File: config.mk
export PLATFORM = sky130hd
export DESIGN_NAME = dse_regs
export DESIGN_NICKNAME = d
export VERILOG_FILES = /design/src/verilog/dse_pkg.sv /design/src/verilog/dse_regs.sv
export VERILOG_INCLUDE_DIRS = /design/src /design/src/verilog
export SDC_FILE = /design/constraint.sdc
export NUM_CORES = 1
export LEC_CHECK = 0
export ABC_AREA = 1
export BUFFER_PORTS_ARGS = -buffer_cell sky130_fd_sc_hd__buf_2
export CORE_ASPECT_RATIO = 1.4
export CORE_MARGIN = 5
export CORE_UTILIZATION = 59
export CTS_BUF_LIST = sky130_fd_sc_hd__clkbuf_16
export CTS_CLUSTER_DIAMETER = 60
export CTS_CLUSTER_SIZE = 20
export DETAILED_ROUTE_END_ITERATION = 7
export GPL_TIMING_DRIVEN = 1
export PLACE_DENSITY = 0.94
export SYNTH_ARGS = -nofsm -noshare
export SYNTH_HDL_FRONTEND = slang
export SYNTH_SLANG_ARGS = --single-unit
export TNS_END_PERCENT = 100
File: constraint.sdc
create_clock -name core_clk -period 4.8 [get_ports core_clk]
set_input_delay 0.72 -clock core_clk [delete_from_list [all_inputs] [get_ports core_clk]]
set_output_delay 0.72 -clock core_clk [all_outputs]
set_load 0.01 [all_outputs]
File: src/verilog/dse_map.svh
`ifndef DSE_MAP_SVH
`define DSE_MAP_SVH
// Register offsets (byte addresses on the target port)
`define DSE_OFS_CONTROL 8'h04
`define DSE_OFS_STATUS 8'h08
`define DSE_OFS_FAULT_ADDR 8'h0C
`define DSE_OFS_Q1_ADDR 8'h00
`define DSE_OFS_Q2_ADDR 8'h10
// Status field positions
`define DSE_BIT_BUSY 31
`define DSE_BIT_Q1_FULL 30
`define DSE_BIT_Q1_DONE 29
`define DSE_BIT_FAULT 28
`define DSE_BIT_Q2_FULL 27
`define DSE_BIT_Q2_DONE 26
// Control field positions
`define DSE_BIT_SOFT_RESET 31
`define DSE_BIT_FAULT_EN 25
`define DSE_BIT_Q1_EN 30
`define DSE_BIT_Q2_EN 29
// Fault address fields
`define DSE_BIT_FAULT_READ 1
`define DSE_RST_CONTROL 32'h00000000
`endif

File: src/verilog/dse_pkg.sv
package dse_pkg;
	typedef logic [31:0] dse_word_t;
	typedef logic [7:0] dse_addr_t;
endpackage

File: src/verilog/dse_regs.sv
`timescale 1ns/1ps
`include "dse_map.svh"
// Notes on behaviour
// - Status bit 31 shows master access busy
// - Bit 30 set while both queue one slots are full
// - Bit 29 sticky done, cleared writing one
// - Done status recorded even when disabled
// - Interrupt only with matching enable set
// - Bit 28 set on master access error
// - Fault sticky until reset or soft reset
// - Fault recorded even with enable off
// - Bit 27 set while both queue two slots are full
// - Bit 26 sticky done, cleared writing one
// - Fault word address captured in 31:2
// - Control bit 25 enables fault interrupt
// - Queue address registers are double buffered
// - Bit 1 records read or write fault
module dse_regs (
	// Clock and reset
	input wire logic core_clk,
	input wire logic rst,
	// Register access from the target port
	input wire logic reg_wr,
	input wire logic reg_rd,
	input wire dse_pkg::dse_addr_t reg_addr,
	input wire dse_pkg::dse_word_t reg_wdata,
	output dse_pkg::dse_word_t reg_rdata,
	// Engine side: record fetch from each queue
	output logic q1_req_valid,
	output dse_pkg::dse_word_t q1_req_addr,
	input wire logic q1_req_take,
	output logic q2_req_valid,
	output dse_pkg::dse_word_t q2_req_addr,
	input wire logic q2_req_take,
	// Engine events
	input wire logic master_busy,
	input wire logic q1_done,
	input wire logic q2_done,
	input wire logic fault_evt,
	input wire dse_pkg::dse_word_t fault_addr,
	input wire logic fault_is_read,
	// Interrupt and soft reset
	output logic irq,
	output logic soft_reset
);
	import dse_pkg::*;

	logic [31:0] ctrl_q;
	logic busy_q, q1_done_q, q2_done_q, fault_q;
	logic [29:0] fault_word_q;
	logic fault_rd_q;
	logic head_full_q [2];
	logic tail_full_q [2];
	dse_word_t head_q [2];
	dse_word_t tail_q [2];
	logic [1:0] push;
	logic [1:0] take;
	logic [1:0] done_clr;
	logic soft_pulse;

	// Decode of the strobes
	assign push[0] = reg_wr && reg_addr == `DSE_OFS_Q1_ADDR;
	assign push[1] = reg_wr && reg_addr == `DSE_OFS_Q2_ADDR;
	assign take[0] = q1_req_take;
	assign take[1] = q2_req_take;
	assign soft_pulse = reg_wr && reg_addr == `DSE_OFS_CONTROL && reg_wdata[`DSE_BIT_SOFT_RESET];
	assign done_clr[0] = reg_wr && reg_addr == `DSE_OFS_STATUS && reg_wdata[`DSE_BIT_Q1_DONE];
	assign done_clr[1] = reg_wr && reg_addr == `DSE_OFS_STATUS && reg_wdata[`DSE_BIT_Q2_DONE];

	// Control register; the soft reset bit self-clears so it acts once
	always_ff @(posedge core_clk) begin
		if (rst) begin
			ctrl_q <= `DSE_RST_CONTROL;
		end else if (reg_wr && reg_addr == `DSE_OFS_CONTROL) begin
			ctrl_q <= reg_wdata & ~(32'h80000000);
		end
	end
	assign soft_reset = soft_pulse;

	// Two-entry queue per record register: head feeds engine, tail holds the next
	// A push with both slots taken and no take in that cycle is dropped; software polls the full flag first
	genvar g;
	generate
		for (g = 0; g < 2; g++) begin : g_queue
			always_ff @(posedge core_clk) begin
				if (rst || soft_pulse) begin
					head_full_q[g] <= 1'b0;
					tail_full_q[g] <= 1'b0;
				end else begin
					// Tail moves up when head drains; a push lands in the first free slot
					if (take[g] && head_full_q[g]) begin
						head_full_q[g] <= tail_full_q[g] || push[g];
						tail_full_q[g] <= tail_full_q[g] && push[g];
						head_q[g] <= tail_full_q[g] ? tail_q[g] : reg_wdata;
						if (tail_full_q[g] && push[g]) begin
							tail_q[g] <= reg_wdata;
						end
					end else if (push[g] && !head_full_q[g]) begin
						head_full_q[g] <= 1'b1;
						head_q[g] <= reg_wdata;
					end else if (push[g] && !tail_full_q[g]) begin
						tail_full_q[g] <= 1'b1;
						tail_q[g] <= reg_wdata;
					end
				end
			end
		end
	endgenerate
	assign q1_req_valid = head_full_q[0];
	assign q1_req_addr = head_q[0];
	assign q2_req_valid = head_full_q[1];
	assign q2_req_addr = head_q[1];

	// Busy flag follows the engine, registered for the status read
	always_ff @(posedge core_clk) begin
		if (rst) begin
			busy_q <= 1'b0;
		end else begin
			busy_q <= master_busy;
		end
	end

	// Sticky done flags: a new completion wins over a write-one clear
	always_ff @(posedge core_clk) begin
		if (rst) begin
			q1_done_q <= 1'b0;
			q2_done_q <= 1'b0;
		end else begin
			q1_done_q <= q1_done || (q1_done_q && !done_clr[0]);
			q2_done_q <= q2_done || (q2_done_q && !done_clr[1]);
		end
	end

	// Fault status ends only by reset or soft reset; new fault during soft reset still sticks
	always_ff @(posedge core_clk) begin
		if (rst) begin
			fault_q <= 1'b0;
		end else begin
			fault_q <= fault_evt || (fault_q && !soft_pulse);
		end
	end

	// Fault address capture; no reset since its value is undefined until a fault
	always_ff @(posedge core_clk) begin
		if (fault_evt) begin
			fault_word_q <= fault_addr[31:2];
			fault_rd_q <= fault_is_read;
		end
	end

	// Interrupt request: each done and fault status gated by its own enable
	always_ff @(posedge core_clk) begin
		if (rst) begin
			irq <= 1'b0;
		end else begin
			irq <= (q1_done_q && ctrl_q[`DSE_BIT_Q1_EN]) || (q2_done_q && ctrl_q[`DSE_BIT_Q2_EN])
				|| (fault_q && ctrl_q[`DSE_BIT_FAULT_EN]);
		end
	end

	// Read data, registered one cycle after the read strobe
	always_ff @(posedge core_clk) begin
		if (rst) begin
			reg_rdata <= 32'h00000000;
		end else if (reg_rd) begin
			case (reg_addr)
				`DSE_OFS_CONTROL: reg_rdata <= ctrl_q;
				`DSE_OFS_STATUS: begin
					reg_rdata <= 32'h00000000;
					reg_rdata[`DSE_BIT_BUSY] <= busy_q;
					reg_rdata[`DSE_BIT_Q1_FULL] <= tail_full_q[0];
					reg_rdata[`DSE_BIT_Q1_DONE] <= q1_done_q;
					reg_rdata[`DSE_BIT_FAULT] <= fault_q;
					reg_rdata[`DSE_BIT_Q2_FULL] <= tail_full_q[1];
					reg_rdata[`DSE_BIT_Q2_DONE] <= q2_done_q;
				end
				`DSE_OFS_FAULT_ADDR: reg_rdata <= {fault_word_q, fault_rd_q, 1'b0};
				default: reg_rdata <= 32'h00000000;
			endcase
		end
	end

	// Checks beside the logic
	a_done_sticky: assert property (@(posedge core_clk) disable iff (rst)
		q1_done_q && !done_clr[0] |=> q1_done_q) else $error("queue one done lost");
	a_done_set: assert property (@(posedge core_clk) disable iff (rst)
		q2_done |=> q2_done_q) else $error("queue two done not set");
	a_fault_hold: assert property (@(posedge core_clk) disable iff (rst)
		fault_q && !soft_pulse |=> fault_q) else $error("fault dropped");
	a_fault_set: assert property (@(posedge core_clk) disable iff (rst)
		fault_evt |=> fault_q ##0 fault_word_q == $past(fault_addr[31:2])) else $error("fault not captured");
	a_irq_gate: assert property (@(posedge core_clk) disable iff (rst)
		!ctrl_q[`DSE_BIT_FAULT_EN] && !ctrl_q[`DSE_BIT_Q1_EN] && !ctrl_q[`DSE_BIT_Q2_EN]
		&& $past(ctrl_q) == ctrl_q |-> !irq) else $error("irq without enable");
	a_irq_fault: assert property (@(posedge core_clk) disable iff (rst)
		fault_q && ctrl_q[`DSE_BIT_FAULT_EN] |=> irq) else $error("fault irq missing");
	a_queue_head: assert property (@(posedge core_clk) disable iff (rst || soft_pulse)
		push[0] && !head_full_q[0] |=> q1_req_valid) else $error("queue push lost");
	a_busy_follow: assert property (@(posedge core_clk) disable iff (rst)
		master_busy |=> busy_q) else $error("busy not shown");
	a_rd_flag: assert property (@(posedge core_clk) disable iff (rst)
		fault_evt |=> fault_rd_q == $past(fault_is_read)) else $error("direction wrong");
	a_fault_clear: assert property (@(posedge core_clk) disable iff (rst)
		soft_pulse && !fault_evt |=> !fault_q) else $error("fault kept after soft reset");
	a_irq_drop: assert property (@(posedge core_clk) disable iff (rst)
		!q1_done_q && !q2_done_q && !fault_q |=> !irq) else $error("irq without status");
	a_queue_two: assert property (@(posedge core_clk) disable iff (rst || soft_pulse)
		push[1] && !head_full_q[1] |=> q2_req_valid) else $error("queue two push lost");
	a_busy_clear: assert property (@(posedge core_clk) disable iff (rst)
		!master_busy |=> !busy_q) else $error("busy stuck");
	// Reset values show at the edge after any reset cycle, mid-run ones too
	a_reset_vals: assert property (@(posedge core_clk)
		rst |=> !irq && !busy_q && !fault_q && !q1_req_valid && !q2_req_valid && reg_rdata == 32'h00000000)
		else $error("reset value wrong");
	// Main scenarios
	c_two_queued: cover property (@(posedge core_clk) tail_full_q[0]);
	c_q2_irq: cover property (@(posedge core_clk) q2_done_q && irq);
	c_fault_irq: cover property (@(posedge core_clk) fault_q && irq);
	c_clear_race: cover property (@(posedge core_clk) q1_done && done_clr[0]);
endmodule // dse_regs

# Word-level counts from Yosys, hierarchy flattened
# Memory sizes are Yosys's and may differ from the RTL's.
# Index checks and enable logic that the tools add are counted.
# totals
elab_cells,119
ff_bits,99
ram_bits,132
inputBits,83
output_inout_bits,100
n_memories,4
# op_classes
n_eq_ne,4
mux,52
n_bitwise,12
reduce_logical,38
# memory_table
memory,words,word_bits,rd,rd_ports_with_merged_regs,write_ports,line_no,source
head_q,2,32,2,0,2,dse_regs.sv:54,dse_word_t head_q [2];
tail_q,2,32,2,0,1,dse_regs.sv:55,dse_word_t tail_q [2];
head_full_q,2,1,2,0,2,dse_regs.sv:52,logic head_full_q [2];
tail_full_q,2,1,2,0,2,dse_regs.sv:53,logic tail_full_q [2];
# ops
cell,n
32-bit 2-to-1 mux,7
32-bit case mux with 3 select lines,1
1-bit 2-to-1 mux,44
32-bit OR reduction,1
1-bit logical AND,21
"8-bit by 4-bit equality test with 1-bit output, second input constant",2
1-bit OR,12
"8-bit by 3-bit equality test with 1-bit output, second input constant",1
"8-bit by 5-bit equality test with 1-bit output, second input constant",1
8-bit zero test,1
1-bit logical OR,8
1-bit zero test,7

# Depth between registers and ports, before layout
# Gate-level depths: netlist (run 1).
# depth
ltp_word,11
depth_mapped,10

# Least setup slack after synthesis (run 1)
# No wires, ideal clock.
# synth_path
path_type,input -> register
start,input port reg_addr[0]
end,memory tail_q[1][0] (netlist name) (enable)
n_path_buf,0
slack_ns,1.519
arrival_time_ns,2.849
path_stages,7
cell_sequence,inv_1 > nand2_2 > nor2_2 > nand2_1 > inv_1 > nand2_1 > o22ai_1
# synth_between
elab_chain_len,11
elab_cells_between_ends,37
cone_classes,eq/ne: 2; mux: 20; bitwise: 2; reduce/logical: 13
# synth_lines
element,line_no,source
from (decl),dse_regs.sv:25,"input wire dse_pkg::dse_addr_t reg_addr,"
8-bit by 5-bit equality test with 1-bit output (no source line),--,
1-bit logical AND (no source line),--,
1-bit logical AND,dse_regs.sv:101,end else if (push[g] && !tail_full_q[g]) begin
1-bit 2-to-1 mux,dse_regs.sv:101,
1-bit 2-to-1 mux,dse_regs.sv:98,end else if (push[g] && !head_full_q[g]) begin
1-bit 2-to-1 mux,dse_regs.sv:91,if (take[g] && head_full_q[g]) begin
1-bit 2-to-1 mux,dse_regs.sv:86,if (rst || soft_pulse) begin
1-bit 2-to-1 mux (not written as such),dse_regs.sv:103,tail_q[g] <= reg_wdata;
1-bit OR (no source line),--,
32-bit OR reduction (no source line),--,
1-bit 2-to-1 mux (no source line),--,
to (decl),dse_regs.sv:55,
# Parallel ways exist; a longest one is shown, timed or not.

# Final worst setup path (run 1)
# layout_path
start,input port reg_addr[7]
end,output port soft_reset
# layout_between
elab_chain_len,3
# layout_lines
element,line_no,source
8-bit by 3-bit equality test with 1-bit output,--,
1-bit logical AND (no source line),--,
1-bit logical AND,dse_regs.sv:66,assign soft_pulse = reg_wr && reg_addr == `DSE_OFS_CONTROL && reg_wdata[`DSE_BIT_SOFT_RESET];
to (decl),dse_regs.sv:44,output logic soft_reset
# No other way between the ends.

==> results of run 1 <==
-- per-stage QoR --
stage          hold WS (ns)  std cells  total power [uW]  util [%]
2_1_floorplan         0.435        958              2340         -
3_3_place_gp          0.450       1287              2430      66.4
3_5_place_dp          0.450       1287              2440      66.4
4_1_cts               0.412       1312              3610      69.1
5_1_grt               0.406       1314              3730      69.1
6_report              0.430       1314              3590      69.1
-- critical path, cell delays in order --
cell and delay, ns:
buf_2 0.11, nor2_1 0.16, nand3_2 0.12, nor2_4 0.09, buf_4 0.43, nand2_4 0.13
inv_1 0.11, buf_2 0.14
-- report_power, final --
part           internal, uW  switching, uW
registers              2170           12.8
clock network           575            618
logic                  66.7            144
total                  2810            775
-- area by class of cell --
type | count | area [um2] | share of cell area (%)
sequential | 231 | 6260 | 57.8
multi-input combinational | 616 | 2730 | 25.2
timing repair buffer | 189 | 968 | 8.94
clock buffer | 15 | 375 | 3.47
tap | 196 | 245 | 2.26
inverter | 55 | 206 | 1.91
clock inverter | 10 | 45.0 | 0.416
antenna | 2 | 5.00 | 0.0462
-- cell usage after synthesis (all sizes together) --
library cell	number
nand2	341
nor3b	1
a21oi	68
nand3	57
dfxtp	68
nor3	1
clkbuf	31
inv	54
clkinv	1
nand4	2
nand3b	1
buf	25
nor2	15
o21ai	128
edfxtp	163
o22ai	2
-- worst max path at each step --
stage                         endpoint  slack (ns)
6_report                    soft_reset        2.07
5_1_grt        head_q[1][19]$_DFFE_PP_        1.92
4_1_cts                     soft_reset        2.07
3_5_place_dp   head_q[1][13]$_DFFE_PP_        1.59
3_3_place_gp   head_q[1][13]$_DFFE_PP_        1.71
2_1_floorplan   tail_q[1][0]$_DFFE_PP_        1.52
-- flip-flops by register name (all words and copies together), names as in the netlist --
register,count
irq,1
q2_done_q,1
head_q,64
busy_q,1
fault_q,1
reg_rdata,32
tail_q,64
head_full_q,2
ctrl_q,31
fault_rd_q,1
fault_word_q,30
q1_done_q,1
tail_full_q,2
-- logic make-up (layout without fill, tap and decap cells) --
kind of cell	after synthesis	count (layout)
buffers and inverters	111	269
AO/OA/AOI/OAI	198	198
AND/OR/NAND/NOR	418	418
other	0	2
flip-flops	231	231
-- layout by cell type, fill, tap and decap left out --
| cell type | instances |
|---|---|
| a21oi_1 | 67 |
| dfxtp_1 | 68 |
| o22ai_1 | 1 |
| inv_8 | 1 |
| clkbuf_16 | 15 |
| nand2_2 | 1 |
| nand2_4 | 3 |
| inv_2 | 4 |
| nor2_4 | 1 |
| o21ai_1 | 18 |
| nand4_1 | 2 |
| o22ai_4 | 1 |
| a21oi_4 | 1 |
| buf_4 | 9 |
| nand3_1 | 55 |
| nor3b_1 | 1 |
| buf_2 | 180 |
| nand3_2 | 2 |
| nand3b_1 | 1 |
| o21ai_0 | 110 |
| nor2_1 | 9 |
| edfxtp_1 | 163 |
| nor2_2 | 5 |
| inv_1 | 59 |
| clkinv_1 | 1 |
| nand2_1 | 337 |
| nor3_1 | 1 |
| diode_2 | 2 |
-- routing by layer --
layer / wire length, um / vias to the layer above
met5: 34 / -
met4: 772 / 6
met3: 1680 / 60
met2: 11000 / 320
met1: 8170 / 3283
li1: - / 3514
==> flow_summary.json, run 1 <==
{
  "status": "completed",
  "postCtsHoldBufs": 0,
  "grt_overflow": 0,
  "ys_warn_count": 0,
  "yosysTopAreaCell": "edfxtp_1",
  "startpoint_type": "input port",
  "yosysSeqAreaShare_pct": 66.3,
  "worstHoldStart": "fault_addr[15]",
  "h-tree-depth": 1,
  "cts_setup_buffers": 0,
  "area_growth_pct": 14.7,
  "startpoint": "reg_addr[7]",
  "grtUsageMet2_pct": 39.7,
  "drtIter0Drc": 686,
  "fin_setup_tns_ns": 0,
  "synth_xor_area_share_pct": 0,
  "design_area_um2": 10800,
  "p_leak_uw": 0.00458,
  "track_usage_pct": 23.1,
  "place_ws_ns": 1.59,
  "cts_buffer_depth": 3,
  "synth-compound-area-share_pct": 10.5,
  "grt_first_pass_wirelength_mm": 34.4,
  "syn-num-nets": 1041,
  "worstPathArrival_ns": 2.01,
  "synth_fa_ha_area_share_pct": 0,
  "r2r_setup_slack_ns": 2.44,
  "crit_path_end_kind": "output pin",
  "wirelength_mm": 21.7,
  "synth_cell_types": 25,
  "fin_crit_ns": 2.73,
  "ys_ff_latch": 231,
  "num_io_pins": 183,
  "num-nets-final": 1191,
  "dr.pass1.iters": 5,
  "report.final.hold_viol_count": 0,
  "die_x_um": 117,
  "drive_gt1_share_pct": 20.0,
  "via_per_inst": 5.47,
  "timing.rr.end": "tail_q[1][23]$_DFFE_PP_",
  "required_ns": 4.08,
  "min_path_cells": 1,
  "clock_sinks": 231,
  "yosys.area_share.simple_pct": 18.1,
  "critPathMaxFanout": 63,
  "start_util_pct": 60.2,
  "fmax_ghz": 0.366,
  "portBuffers": 180,
  "netlist_top_cells_area": "edfxtp_1, dfxtp_1, nand2_1",
  "place_hpwl_mm": 14.9,
  "placed_area_um2": 10400,
  "drtAntennaViolNets": 0,
  "num-fill-cells": 1169,
  "rsz0062_at_grt": "no",
  "worst_slack_ns": 2.07,
  "vias": 7183,
  "rows": 54,
  "place_congestion": 0.853,
  "wl_per_cell_um": 16.5,
  "synth_top_family_by_area": "simple AND/OR/NAND/NOR gates",
  "die_h_um": 160,
  "synth_mux_area_share_pct": 0,
  "min_period_over_period_pct": 56.9,
  "cts_tree": "yes",
  "relSlewSlack_pct": 16.4,
  "synth_top_area_share_pct": 51.9,
  "avgSynthCellArea_um2": 9.85,
  "antenna_found_initial": 5,
  "grt_max_degree": 68,
  "use_met1_pct": 29.4,
  "ctsResizeCount": 0,
  "grt_pass1_vias": 6985,
  "worstHoldPathType": "input port to register",
  "max_slew.worst_pin.slew_ns": 1.25,
  "top_usage_layer": "met2",
  "slew_viol_final": 0,
  "min_to": "fault_word_q[13]$_DFFE_PP_",
  "finalSetupViolations": 0,
  "reg2reg_from": "tail_full_q[1]$_SDFFCE_PN0P_",
  "fp.dieArea_um2": 18700,
  "worst_skew_pair.late_latency_ns": 0.47,
  "critPathKind": "input port to output pin",
  "cts_buffers": 15,
  "cts_root_buf": "clkbuf_16",
  "drc_errors": 0,
  "use_met3_pct": 3.26,
  "syn_area_um2": 9440,
  "synthCells": 958,
  "clkTransAtPathRegs_ns": 0.08,
  "finalClockSkew_ns": 0.0152,
  "coreArea_um2": 15700,
  "drv_cap": 0,
  "peakVddDrop_mv": 0.285,
  "power_density_nw_per_um2": 331,
  "rr_worst_depth": 3
}
Note: power is estimated with default switching activity, not from simulation.
==> run 2, diff against run 1 <==
--- a/config.mk
+++ b/config.mk
@@ -10,13 +10,13 @@
 export BUFFER_PORTS_ARGS = -buffer_cell sky130_fd_sc_hd__buf_2
 export CORE_ASPECT_RATIO = 1.4
 export CORE_MARGIN = 5
-export CORE_UTILIZATION = 59
+export CORE_UTILIZATION = 55
 export CTS_BUF_LIST = sky130_fd_sc_hd__clkbuf_16
 export CTS_CLUSTER_DIAMETER = 60
 export CTS_CLUSTER_SIZE = 20
 export DETAILED_ROUTE_END_ITERATION = 7
 export GPL_TIMING_DRIVEN = 1
-export PLACE_DENSITY = 0.94
+export PLACE_DENSITY = 0.89
 export SYNTH_ARGS = -nofsm -noshare
 export SYNTH_HDL_FRONTEND = slang
 export SYNTH_SLANG_ARGS = --single-unit
==> constraint.sdc (replaced) <==
create_clock -name core_clk -period 2.8 [get_ports core_clk]
set_input_delay 0.42 -clock core_clk [delete_from_list [all_inputs] [get_ports core_clk]]
set_output_delay 0.42 -clock core_clk [all_outputs]
set_load 0.01 [all_outputs]
==> flow_summary.json, run 2 (synthesized netlist as in run 1, its figures left out) <==
{
  "slew_viol_final": 0,
  "fmax_ghz": 0.519,
  "postCtsHoldBufs": 0,
  "rsz0062_at_grt": "no",
  "finalClockSkew_ns": 0.0291,
  "worstHoldStart": "fault_addr[10]",
  "fin_crit_ns": 1.93,
  "start_util_pct": 56.1,
  "timing.rr.end": "tail_q[0][14]$_DFFE_PP_",
  "num-fill-cells": 1305,
  "drtAntennaViolNets": 0,
  "cts_setup_buffers": 0,
  "min_path_cells": 1,
  "antenna_found_initial": 3,
  "peakVddDrop_mv": 0.578,
  "r2r_setup_slack_ns": 0.87,
  "die_x_um": 121,
  "mostFrequentLayoutCells": "nand2_1, buf_2, edfxtp_1",
  "required_ns": 2.98,
  "clkTransAtPathRegs_ns": 0.09,
  "reg2reg_from": "tail_full_q[0]$_DFFE_PP_",
  "power_density_nw_per_um2": 567,
  "grt_overflow": 0,
  "grt_max_degree": 63,
  "critPathKind": "register to register",
  "die_h_um": 165,
  "min_to": "fault_word_q[8]$_DFFE_PP_",
  "startpoint_type": "register",
  "place_ws_ns": 0.620,
  "post-route-util_pct": 65.0,
  "via_per_inst": 5.44,
  "wl_per_cell_um": 16.7,
  "h-tree-depth": 1,
  "finalSetupViolations": 0,
  "area_growth_pct": 15.8,
  "cts_buffer_depth": 3,
  "num-nets-final": 1201,
  "wirelength_mm": 22.2,
  "drv_cap": 0,
  "largestRegisters": "head_q (64), tail_q (64), reg_rdata (32)",
  "place_hpwl_mm": 15.6,
  "worstHoldPathType": "input port to register",
  "grt_first_pass_wirelength_mm": 35.0,
  "ctsResizeCount": 0,
  "drc_errors": 0,
  "num_io_pins": 183,
  "rr_worst_depth": 6,
  "report.final.hold_viol_count": 0,
  "dr.pass1.iters": 5,
  "drtIter0Drc": 817,
  "rows": 56,
  "portBuffers": 180,
  "fp.dieArea_um2": 19900,
  "place_congestion": 0.898,
  "worst_skew_pair.late_latency_ns": 0.48,
  "min_period_over_period_pct": 68.9,
  "cts_buffers": 15,
  "antenna_cells": 0,
  "max_slew.worst_pin.slew_ns": 1.01,
  "crit_path_end_kind": "register",
  "worst_slack_ns": 0.871,
  "grt_pass1_vias": 7019,
  "critPathMaxFanout": 32,
  "status": "completed",
  "coreArea_um2": 16800,
  "worstPathArrival_ns": 2.10,
  "cts_tree": "yes",
  "relSlewSlack_pct": 32.7,
  "drive_gt1_share_pct": 20.8,
  "vias": 7241,
  "track_usage_pct": 22.0,
  "clock_sinks": 231,
  "cts_root_buf": "clkbuf_16",
  "final_common_cell": "nand2_1",
  "fin_setup_tns_ns": 0,
  "p_leak_uw": 0.00464
}
==> run 2: changes by cell type in the layout (fill, tap and decap cells not counted) <==
cell / delta
buf_12: +1
buf_4: +9
diode_2: -2
inv_6: +2
inv_8: -1
==> run 2: layout make-up <==
class	count	area [um2]	area share, %
clock buffers	15	375	3.44
clock inverters	11	51.3	0.469
inverters	55	206	1.89
multi-input cells	616	2730	25.0
flip-flops and latches	231	6260	57.3
well taps	203	254	2.32
repair buffers	199	1060	9.66
==> run 2: report_power, final <==
| group | leakage (uW) | switching, uW | internal [uW] |
|---|---|---|---|
| Sequential | 0.00205 | 22.0 | 3730 |
| Clock | 0.000242 | 1090 | 990 |
| Combinational | 0.00234 | 252 | 119 |
| Total | 0.00464 | 1360 | 4830 |
==> run 2: stage by stage <==
| stage | instances | cell area (um2) | hold WS (ns) | total power (uW) |
|---|---|---|---|---|
| 2_1_floorplan | 958 | 9450 | 0.435 | 4020 |
| 3_3_place_gp | 1304 | 10500 | 0.453 | 4170 |
| 3_5_place_dp | 1304 | 10500 | 0.455 | 4200 |
| 4_1_cts | 1330 | 10900 | 0.0921 | 6230 |
| 5_1_grt | 1330 | 10900 | 0.0872 | 6410 |
| 6_report | 1330 | 10900 | 0.105 | 6200 |
==> run 2: per-layer routing <==
layer / vias to the layer above / GRT usage, % / part of all wire, %
met5: - / 0 / 0.15
met4: 6 / 10.4 / 3.7
met3: 66 / 3.67 / 7.2
met2: 315 / 37.7 / 50
met1: 3321 / 27.3 / 39
li1: 3533 / - / -
==> run 2: worst max-delay path by stage <==
stage,from,endpoint,slack (ns)
6_report,tail_full_q[0]$_DFFE_PP_,tail_q[0][14]$_DFFE_PP_,0.87
5_1_grt,tail_full_q[0]$_DFFE_PP_,tail_q[0][0]$_DFFE_PP_,0.74
4_1_cts,tail_full_q[0]$_DFFE_PP_,tail_q[0][0]$_DFFE_PP_,0.90
3_5_place_dp,reg_addr[7],reg_rdata[1]$_SDFFE_PP0P_,0.62
3_3_place_gp,reg_addr[7],reg_rdata[25]$_SDFFE_PP0P_,0.69
2_1_floorplan,reg_addr[7],head_q[0][0]$_DFFE_PP_,0.47
==> run 2: critical path, stage by stage (launching register included) <==
cell and delay, ns:
edfxtp_1 0.43, buf_4 0.26, inv_1 0.14, nand4_1 0.17, nand3b_1 0.25, nand2_1 0.10, buf_4 0.26
==> run 3, diff against run 2 <==
==> constraint.sdc (replaced) <==
create_clock -name core_clk -period 2 [get_ports core_clk]
set_input_delay 0.3 -clock core_clk [delete_from_list [all_inputs] [get_ports core_clk]]
set_output_delay 0.3 -clock core_clk [all_outputs]
set_load 0.01 [all_outputs]
==> flow_summary.json, run 3 (synthesized netlist as in run 1, its figures left out) <==
{
  "num-nets-final": 1234,
  "relSlewSlack_pct": 52.8,
  "ctsResizeCount": 0,
  "wl_per_cell_um": 16.2,
  "crit_cells": 7,
  "clock_sinks": 231,
  "antenna_found_initial": 4,
  "cpMaxStageDelayCell": "edfxtp_1",
  "drc_errors": 0,
  "rsz0062_at_grt": "no",
  "slew_viol_final": 0,
  "status": "completed",
  "p_int_uw": 6890,
  "cts_setup_buffers": 0,
  "post-route-util_pct": 67.6,
  "portBuffers": 180,
  "num_io_pins": 183,
  "die_h_um": 165,
  "fmax_ghz": 0.599,
  "min_to": "fault_word_q[24]$_DFFE_PP_",
  "dr.pass1.iters": 5,
  "largestRegisters": "head_q (64), tail_q (64), reg_rdata (32)",
  "grt_first_pass_wirelength_mm": 34.6,
  "h-tree-depth": 1,
  "coreArea_um2": 16800,
  "fin_setup_tns_ns": 0,
  "power_density_nw_per_um2": 770,
  "fin_cells": 1364,
  "min_period_over_period_pct": 83.5,
  "final_common_cell": "nand2_1",
  "num-fill-cells": 1248,
  "grt_overflow": 0,
  "area_growth_pct": 20.5,
  "worstHoldStart": "fault_addr[26]",
  "place_congestion": 0.879,
  "cp_slowest_stage_delay_ns": 0.48,
  "cts_buffers": 15,
  "finalSetupViolations": 0,
  "p_leak_uw": 0.00481,
  "die_x_um": 121,
  "required_ns": 2.23,
  "postCtsHoldBufs": 24,
  "drv_cap": 0,
  "worstPathArrival_ns": 1.90,
  "power.share.combinational_pct": 6.5,
  "seqPwrFrac_pct": 59.9,
  "critPathKind": "register to register",
  "drtAntennaViolNets": 0,
  "switchingPower_uw": 1870,
  "peakVddDrop_mv": 0.741,
  "min_path_cells": 1,
  "cts_buffer_depth": 3,
  "crit_family": "flip-flops",
  "place_hpwl_mm": 15.2,
  "crit_chain": "inv_1, nand4_1, inv_1, nand2_4, buf_12, nand2_1, nand2_1",
  "fin_crit_ns": 1.67,
  "r2r_setup_slack_ns": 0.33,
  "max_slew.worst_pin.slew_ns": 0.708,
  "start_util_pct": 56.1,
  "placedCellCount": 1308,
  "rows": 56,
  "cts_root_buf": "clkbuf_16",
  "finalClockSkew_ns": 0.0132,
  "mostFrequentLayoutCells": "nand2_1, buf_2, edfxtp_1",
  "worst_skew_pair.late_latency_ns": 0.47,
  "startpoint_type": "register",
  "critPathMaxFanout": 26,
  "rr_worst_depth": 7,
  "timing.rr.end": "head_q[0][9]$_DFFE_PP_",
  "clkTransAtPathRegs_ns": 0.09,
  "track_usage_pct": 21.7,
  "grt_max_degree": 66,
  "report.final.hold_viol_count": 0,
  "p_sw_share_pct": 21.4,
  "vias": 7265,
  "via_per_inst": 5.33,
  "wirelength_mm": 22.0,
  "critPathBufInv": 3,
  "grt_pass1_vias": 6964,
  "reg2reg_from": "head_full_q[0]$_DFFE_PP_",
  "p_clk_share_pct": 33.6,
  "crit_path_end_kind": "register",
  "hold_ws_ns": 0.0202,
  "fp.dieArea_um2": 19900,
  "worstHoldPathType": "input port to register",
  "drive_gt1_share_pct": 20.8,
  "cts_tree": "yes",
  "drtIter0Drc": 730
}
run 3: changes by cell type in the layout (fill, tap and decap cells not counted), sizes merged:
cell | before | now
inv | 65 | 62
clkbuf | 15 | 16
diode | 0 | 1
clkinv | 1 | 3
buf | 199 | 203
dlygate4sd3 | 0 | 29
run 3: worst max-delay path by stage:
stage | start | end | slack (ns)
final | head_full_q[0]$_DFFE_PP_ | head_q[0][9]$_DFFE_PP_ | 0.33
after global routing | head_full_q[0]$_DFFE_PP_ | head_q[0][15]$_DFFE_PP_ | 0.23
after CTS | tail_full_q[1]$_SDFFCE_PN0P_ | tail_q[1][21]$_DFFE_PP_ | 0.34
after detailed placement | reg_addr[0] | tail_q[1][14]$_DFFE_PP_ | 0.09
after global placement | reg_addr[0] | tail_q[1][13]$_DFFE_PP_ | 0.14
after floorplan | tail_full_q[1]$_SDFFCE_PN0P_ | tail_q[1][0]$_DFFE_PP_ | 0.03
run 3: final cells by class:
cell class                 count  area [um2]  area share [%]
clock buffer                  16         400            3.52
clock inverter                10        43.8           0.385
inverter                      55         206            1.82
sequential                   231        6260            55.0
tap                          203         254            2.23
antenna                        1        2.50          0.0220
timing repair buffer         232        1480            13.0
multi-input combinational    616        2730            24.0
run 3: power by group through the flow:
| stage | Sequential, uW | Clock [uW] | Combinational, uW |
|---|---|---|---|
| floorplan | 5370 | 0 | 255 |
| global placement | 5350 | 0 | 499 |
| detailed placement | 5360 | 0 | 520 |
| CTS | 5250 | 3000 | 558 |
| global route | 5250 | 3220 | 636 |
| finish | 5250 | 2940 | 571 |
run 3: worst register-to-register path: cells and delay by family (launching register included):
kind	cells	cell delay, ns
AND/OR/NAND/NOR	4	0.49
flip-flops	1	0.48
buffers and inverters	3	0.45
run 3: routing by layer:
| metal | vias up | global-route usage [%] | wire [um] |
|---|---|---|---|
| met5 | - | 0 | 49 |
| met4 | 6 | 6.24 | 415 |
| met3 | 40 | 3.87 | 1450 |
| met2 | 275 | 39.2 | 11400 |
| met1 | 3344 | 26.6 | 8690 |
| li1 | 3600 | - | - |
run 3: per-stage QoR:
step           power [uW]  cell area, um2  setup WS, ns
5_1_grt              9110           11400         0.229
4_1_cts              8810           11300         0.340
6_report             8760           11400         0.330
3_3_place_gp         5850           10600         0.145
3_5_place_dp         5880           10600        0.0920
2_1_floorplan        5620            9470        0.0344
